**src/rtl/darx_defs.svh**
```systemverilog
`ifndef DARX_DEFS_SVH
`define DARX_DEFS_SVH
// Register addresses (8-bit register address space)
`define DARX_ADDR_RX_STATUS     8'h59
`define DARX_ADDR_LEFT_CS_LOW   8'h5A
`define DARX_ADDR_LEFT_CS_MID   8'h5B
`define DARX_ADDR_LEFT_CS_HIGH  8'h5C
`define DARX_ADDR_RIGHT_CS_LOW  8'h5D
`define DARX_ADDR_RIGHT_CS_MID  8'h5E
`define DARX_ADDR_RIGHT_CS_HIGH 8'h5F
// Field positions in the receiver status register
`define DARX_BIT_LOCK           0
`define DARX_BIT_BIPHASE_ERR    1
`define DARX_BIT_TX_DISABLED    8
// Reset values
`define DARX_RST_WORD           16'h0000
`define DARX_RST_CS             40'h00_0000_0000
`endif

```
**src/rtl/darx_pkg.sv**
```systemverilog
`default_nettype none
package darx_pkg;
    // Register address and data words
    typedef logic [7:0]  darx_addr_t;
    typedef logic [15:0] darx_word_t;
    // One subframe's channel-status block
    typedef logic [39:0] darx_cs_t;
    // Read port states
    typedef enum logic [1:0] {
        DARX_RD_IDLE = 2'b01,
        DARX_RD_DONE = 2'b10
    } darx_rd_state_e;
endpackage
`default_nettype wire

```
**src/rtl/darx_cs_store.sv**
```systemverilog
`include "darx_defs.svh"
`default_nettype none
// Holds one subframe's channel-status block, loaded on a strobe
module darx_cs_store #(
    parameter int WIDTH = 40
) (
    // Clock and reset
    input  wire logic             clk,
    input  wire logic             rst,
    // Load side
    input  wire logic             load,
    input  wire logic [WIDTH-1:0] data_in,
    // Stored block, straight from flip-flops
    output logic      [WIDTH-1:0] data_out
);
    logic [WIDTH-1:0] store_q;        // Stored block
    logic [WIDTH-1:0] store_d;        // Next stored block

    // Load a complete block only, so reads never see a half-updated block
    always_comb begin
        store_d = store_q;
        if (load) begin
            store_d = data_in;
        end
    end

    // Register stage
    always_ff @(posedge clk) begin
        if (rst) begin
            store_q <= WIDTH'(`DARX_RST_CS);
        end else begin
            store_q <= store_d;
        end
    end

    assign data_out = store_q;
endmodule // darx_cs_store
`default_nettype wire

```
**src/rtl/darx_status_regs.sv**
```systemverilog
`include "darx_defs.svh"
`default_nettype none
module darx_status_regs #(
    parameter int CS_BITS = 40          // Channel-status bits kept per subframe
) (
    // Clock and reset
    input  wire logic                  clk,
    input  wire logic                  rst,
    // Status levels from the receiver decoder and encoder
    input  wire logic                  tx_output_disabled,
    input  wire logic                  biphase_error,
    input  wire logic                  decoder_locked,
    // Channel-status blocks from the decoder, one strobe per completed block
    input  wire logic                  cs_valid,
    input  wire darx_pkg::darx_cs_t    left_cs,
    input  wire darx_pkg::darx_cs_t    right_cs,
    // Register read port from the control bus slave
    input  wire logic                  rd_req,
    input  wire darx_pkg::darx_addr_t  rd_addr,
    output logic                       rd_valid,
    output darx_pkg::darx_word_t       rd_data,
    output logic                       rd_hit
);
    import darx_pkg::*;

    // Register map, all read-only, 16 bits wide:
    //   0x59  receiver status: bit 8 transmitter disabled, bit 1 biphase error,
    //         bit 0 decoder lock, every other bit zero
    //   0x5A  left channel-status bits 15..0
    //   0x5B  left channel-status bits 31..16
    //   0x5C  left channel-status bits 39..32 in the low byte, upper byte zero
    //   0x5D  right channel-status bits 15..0
    //   0x5E  right channel-status bits 31..16
    //   0x5F  right channel-status bits 39..32 in the low byte, upper byte zero
    // Any other address answers with zero and a cleared rd_hit, so the bus slave
    // can tell a hole in the map from a register that happens to read zero.
    //
    // Read timing: a request sampled on one rising edge is answered on the next,
    // rd_valid standing one cycle per taken request and rd_data/rd_hit holding
    // until the next taken request. Back-to-back requests are served every cycle.
    //
    // Limitation: the port has no wait states and no error response; a hole in
    // the map is reported only through rd_hit.
    //
    // Reset clears the answer stage and both stores, so a read before the first
    // decoded block returns zero rather than stale bits.

    // Channel-status stores
    darx_cs_t       left_q;            // Left subframe channel status
    darx_cs_t       right_q;           // Right subframe channel status

    // Live status and formatted register words
    darx_word_t     status_word;       // Live receiver status word
    darx_word_t     left_low_word;     // Left bits 15..0
    darx_word_t     left_mid_word;     // Left bits 31..16
    darx_word_t     left_high_word;    // Left bits 39..32, upper byte zero
    darx_word_t     right_low_word;    // Right bits 15..0
    darx_word_t     right_mid_word;    // Right bits 31..16
    darx_word_t     right_high_word;   // Right bits 39..32, upper byte zero

    // Address decode results
    darx_word_t     sel_word;          // Word chosen by the address
    logic           sel_hit;           // Address is one of ours

    // Read port registers
    darx_word_t     data_q;            // Read data register
    darx_word_t     data_d;            // Next read data
    logic           hit_q;             // Address hit register
    logic           hit_d;             // Next address hit
    logic           valid_q;           // Answer strobe register
    logic           valid_d;           // Next answer strobe
    darx_rd_state_e state_q;           // Read port state
    darx_rd_state_e state_d;           // Next read port state

    // Both subframes share one strobe so left and right stay from the same block.
    // A read on the loading edge still sees the previous block, never a mix.
    darx_cs_store #(.WIDTH(CS_BITS)) u_left (
        .clk      (clk),
        .rst      (rst),
        .load     (cs_valid),
        .data_in  (left_cs),
        .data_out (left_q)
    );

    darx_cs_store #(.WIDTH(CS_BITS)) u_right (
        .clk      (clk),
        .rst      (rst),
        .load     (cs_valid),
        .data_in  (right_cs),
        .data_out (right_q)
    );

    // Status flags are live levels: they follow the decoder, not sticky.
    // A flag that drops between two reads is simply not seen; that suits
    // lock and error indications that the host polls for their present state.
    always_comb begin
        status_word                        = `DARX_RST_WORD;
        status_word[`DARX_BIT_TX_DISABLED] = tx_output_disabled;
        status_word[`DARX_BIT_BIPHASE_ERR] = biphase_error;
        status_word[`DARX_BIT_LOCK]        = decoder_locked;
    end

    // Slice the stored blocks into register words.
    // Bit i of a block lands on register bit i mod 16, so no reversal is needed.
    always_comb begin
        // Low words: bits 15..0 at matching positions
        left_low_word   = left_q[15:0];
        right_low_word  = right_q[15:0];
        // Middle words: bits 31..16, most significant bit at bit 15
        left_mid_word   = left_q[31:16];
        right_mid_word  = right_q[31:16];
        // High words: bits 39..32 in the low byte, upper byte held at zero
        left_high_word  = {8'h00, left_q[39:32]};
        right_high_word = {8'h00, right_q[39:32]};
    end

    // Address decode; unmapped addresses read zero and drop rd_hit.
    // Kept apart from the read port so the map can grow without touching timing.
    always_comb begin
        sel_word = `DARX_RST_WORD;
        sel_hit  = 1'b1;
        case (rd_addr)
            // Status register
            `DARX_ADDR_RX_STATUS: begin
                sel_word = status_word;
            end
            // Left subframe words
            `DARX_ADDR_LEFT_CS_LOW: begin
                sel_word = left_low_word;
            end
            `DARX_ADDR_LEFT_CS_MID: begin
                sel_word = left_mid_word;
            end
            `DARX_ADDR_LEFT_CS_HIGH: begin
                sel_word = left_high_word;
            end
            // Right subframe words
            `DARX_ADDR_RIGHT_CS_LOW: begin
                sel_word = right_low_word;
            end
            `DARX_ADDR_RIGHT_CS_MID: begin
                sel_word = right_mid_word;
            end
            `DARX_ADDR_RIGHT_CS_HIGH: begin
                sel_word = right_high_word;
            end
            // Holes in the map read zero
            default: begin
                sel_word = `DARX_RST_WORD;
                sel_hit  = 1'b0;
            end
        endcase
    end

    // Read port: a request is answered on the next edge for exactly one cycle.
    // Reading touches only this output stage, so flags and stores are unaffected.
    // The word is captured at the taking edge, so a status change after that
    // edge cannot tear a word that the bus slave is still shifting out.
    always_comb begin
        state_d = state_q;
        data_d  = data_q;
        hit_d   = hit_q;
        valid_d = 1'b0;
        case (state_q)
            // Nothing outstanding
            DARX_RD_IDLE: begin
                if (rd_req) begin
                    data_d  = sel_word;
                    hit_d   = sel_hit;
                    valid_d = 1'b1;
                    state_d = DARX_RD_DONE;
                end
            end
            // Answer standing this cycle
            DARX_RD_DONE: begin
                // Back-to-back requests are served without a gap
                if (rd_req) begin
                    data_d  = sel_word;
                    hit_d   = sel_hit;
                    valid_d = 1'b1;
                    state_d = DARX_RD_DONE;
                end else begin
                    state_d = DARX_RD_IDLE;
                end
            end
            // Illegal code: fall back to idle and raise no answer
            default: begin
                state_d = DARX_RD_IDLE;
            end
        endcase
    end

    // Register stage of the read port
    always_ff @(posedge clk) begin
        if (rst) begin
            // Nothing answered, nothing left over from before the reset
            state_q <= DARX_RD_IDLE;
            valid_q <= 1'b0;
            data_q  <= `DARX_RST_WORD;
            hit_q   <= 1'b0;
        end else begin
            state_q <= state_d;
            valid_q <= valid_d;
            data_q  <= data_d;
            hit_q   <= hit_d;
        end
    end

    // Outputs straight from flip-flops, so the bus slave sees no decode glitches
    assign rd_valid = valid_q;
    assign rd_data  = data_q;
    assign rd_hit   = hit_q;
endmodule // darx_status_regs
`default_nettype wire

```
**config.mk**
```make
export PLATFORM = sky130hd
export DESIGN_NAME = darx_status_regs
export DESIGN_NICKNAME = d
export VERILOG_FILES = /design/src/rtl/darx_pkg.sv /design/src/rtl/darx_cs_store.sv /design/src/rtl/darx_status_regs.sv
export VERILOG_INCLUDE_DIRS = /design/src /design/src/rtl
export SDC_FILE = /design/constraint.sdc
export NUM_CORES = 1
export LEC_CHECK = 0
export BUFFER_PORTS_ARGS = -buffer_cell sky130_fd_sc_hd__buf_2
export CAP_MARGIN = 10
export CORE_MARGIN = 4
export CORE_UTILIZATION = 52
export DETAILED_ROUTE_END_ITERATION = 16
export MAX_ROUTING_LAYER = met4
export PLACE_DENSITY = 0.82
export SYNTH_ARGS = -nofsm -noshare
export SYNTH_HDL_FRONTEND = slang
export SYNTH_SLANG_ARGS = --single-unit
```
**constraint.sdc**
```tcl
create_clock -name clk -period 2.1 [get_ports clk]
set_input_delay 0.105 -clock clk [delete_from_list [all_inputs] [get_ports clk]]
set_output_delay 0.105 -clock clk [all_outputs]
set_load 0.01 [all_outputs]
```
==> flow_metrics.tcl <==
set metrics [dict create \
    power_leakage_nw 2.576 \
    start_util_pct 53.80 \
    postRouteAntennaNets 0 \
    path_buf_inv 2 \
    nets 684 \
    reg2reg_from "state_q[0]" \
    synth.largest_area_cell "dfxtp_1" \
    layout_commonest_cell "buf_2" \
    synth_top_family_by_area "multiplexers" \
    maxCapViolCount 0 \
    critical_path_arrival_ns 2.09 \
    cts.clk_slew.worst_paths_ns 0.09 \
    fin_ws_ns 0.2898 \
    hp-class "in -> reg" \
    end_kind "flip-flop" \
    rsz0062_at_grt "false" \
    rrSetupSlack_ns 0.29 \
    cp_slowest_cell "or3_1" \
    cts_sinks 100 \
    vias 3688 \
    relSlewSlack_pct 44.16 \
    synthAdderAreaFrac_pct 0.5988 \
    holdPathStages 3 \
    ios 113 \
    cp.required_ns 2.38 \
    clock.fmax_mhz 552.4 \
    clock_path_buffers 2 \
    cts_buffers 9 \
    hold_viol 1 \
    overflow 0 \
    syn_nets 534 \
    violations "negative hold slack" \
    path_class "reg -> reg" \
    ir_worst_vdd_uv 418.1 \
    grt_pass1_wl_mm 18.35 \
    io_buffers 112 \
    tightestPinTransition_ns 0.8375 \
    grt_pass1_vias 3790 \
    yosysSeqAreaShare_pct 47.90 \
    post-route-drc-count 0 \
    routed_via_density 5.322 \
    fin_util_pct 71.15 \
    crit_path_start_kind "flip-flop" \
    gp_congestion 0.8899 \
    routedWlPerCell_um 16.22 \
    finalSetupViolCount 0 \
    track_usage_pct 24.32 \
    place_hpwl_mm 7.865 \
    htreeDepth 3 \
    crit_chain "inv_1 > ha_1 > nand2b_1 > or3_1 > buf_4 > o21ai_0" \
    die_h_um 97.65 \
    cp_max_fo 9 \
    synth.area.top_cells "dfxtp_1 48%, mux2i_1 23%, nor2_1 8.2%" \
    place_inst 625 \
    synth.distinct_cells 32 \
    skew_ns 0.01205 \
    rows 32 \
    antenna_found_initial 0 \
    wirelength_mm 11.24 \
    hold_end "u_left.data_out[17]" \
    placed_cell_area_um2 4791 \
    core_um2 7767 \
    synth_cells 437 \
    pre_cts_slack_ns 0.2896 \
    hold_start "left_cs[17]" \
    status "complete, but fails checks" \
    yosys_warnings 0 \
    clkLatencyLatePin_ns 0.36 \
    fin_crit_sh_pct 86.20 \
    detail_route.iter0.violations 288 \
    die_w_um 97.65 \
    synthXorXnorAreaFrac_pct 0 \
    path_delay_family "simple AND/OR/NAND/NOR gates" \
    p_total_mw 3.887 \
    avgSynthCellArea_um2 9.563 \
    yosys.area_share.simple_pct 13.41 \
    antenna_cells 0 \
    post-cts-setup-buffer-count 0 \
    mostFrequentLayoutCells "111 x buf_2, 100 x dfxtp_1, 94 x mux2i_1" \
    grt_max_degree 85 \
    min_period_ns 1.810 \
    whs_ns -0.0002736 \
    p_per_area_nw_per_um2 703.3 \
    first_pass_iters 5 \
    instances_no_fill 693 \
    ys_seq_elements 100 \
    worst_r2r_endpoint "rd_data[15]" \
    finalMaxSlewViolations 0 \
    fin_tns_setup_ns 0 \
    muxShareOfSynthArea_pct 24.40 \
    dieArea_um2 9535 \
    area_delta_synth_final_pct 32.25 \
    cts_root_buf "clkbuf_8" \
    cts_tree "built" \
    drive_gt1_share_pct 23.69 \
    slowest_delay_ns 0.47 \
    synth_top_area_share_pct 47.90 \
    syn_area_um2 4179 \
    reg2reg_depth 6 \
    design_area_um2 5527 \
    synth_compound_area_share_pct 9.850 \
]
-- Yosys cell counts --
| master | number |
|---|---|
| o21ai_1 | 12 |
| a21oi_1 | 6 |
| a32o_1 | 2 |
| mux2_2 | 7 |
| nand2_1 | 24 |
| and4_1 | 2 |
| buf_4 | 1 |
| and4bb_2 | 1 |
| or3_1 | 1 |
| a31oi_1 | 2 |
| and2_1 | 1 |
| nand2b_1 | 1 |
| buf_2 | 14 |
| nor2b_1 | 5 |
| o2bb2ai_1 | 2 |
| a21o_1 | 2 |
| a221oi_1 | 5 |
| o21ai_0 | 15 |
| clkbuf_1 | 12 |
| ha_1 | 2 |
| o311ai_1 | 1 |
| a211o_1 | 2 |
| nor2_1 | 91 |
| buf_1 | 4 |
| inv_1 | 3 |
| mux2i_1 | 94 |
| buf_6 | 1 |
| a22oi_1 | 14 |
| and3_1 | 3 |
| dfxtp_1 | 100 |
| nand3_1 | 6 |
| o22ai_1 | 1 |
-- sequential cells by signal, summed over array words and instances (netlist names) --
name              count
rd_hit                1
u_right.data_out     40
u_left.data_out      40
rd_valid              1
rd_data              16
state_q               2
-- cell families (layout without fill, tap and decap cells) --
kind of cell             count (synthesis)  in the layout
AND/OR/NAND/NOR                        135            135
multiplexers                           101            101
flip-flops                             100            100
AO/OA/AOI/OAI                           64             64
buffers and inverters                   35            189
adder cells (fa/ha/maj)                  2              2
-- where the power goes --
part / switching, mW / total [mW] / leakage (nW) / internal, mW
Combinational: 0.258 / 0.540 / 1.65 / 0.282
Clock: 0.634 / 1.30 / 0.102 / 0.662
Sequential: 0.0575 / 2.05 / 0.822 / 1.99
Total: 0.949 / 3.89 / 2.58 / 2.94
-- layer usage --
metal / part of all wire (%) / GRT usage, % / vias up
met5: 0 / - / -
met4: 1.9 / 8.307 / 0
met3: 6.9 / 3.948 / 16
met2: 48 / 39.43 / 140
met1: 44 / 30.92 / 1718
li1: - / - / 1814
-- worst register-to-register path, delay by kind of cell (launching register included) --
kind | cells | cell delay (ns)
flip-flops | 1 | 0.35
buffers and inverters | 2 | 0.29
AO/OA/AOI/OAI | 1 | 0.16
adder cells (fa/ha/maj) | 1 | 0.32
AND/OR/NAND/NOR | 2 | 0.63
-- final cells by class --
cell class / count / area [um^2]
clock inverters: 5 / 77.57
repair buffers: 171 / 1164
multi-input cells: 302 / 2017
well taps: 102 / 127.6
flip-flops and latches: 100 / 2002
inverters: 3 / 11.26
clock buffers: 10 / 127.6
fillers: 592 / 2241
-- worst max-delay path by stage --
stage / from / to / slack [ns] / cells after the start
finish: state_q[0] / rd_data[15] / 0.29 / 6
global route: state_q[0] / rd_data[15] / 0.15 / 6
CTS: state_q[0] / rd_data[13] / 0.31 / 6
detailed placement: rd_addr[0] / rd_data[8] / 0.29 / 6
global placement: rd_addr[0] / rd_data[8] / 0.36 / 6
floorplan: state_q[0] / rd_data[5] / 0.42 / 7
-- repair_timing --
item	in CTS	in global routing
hold buffers	53	0
gates resized for setup	0	0
endpoints found under the hold margin	53	0
(Power assumes the default switching activity.)
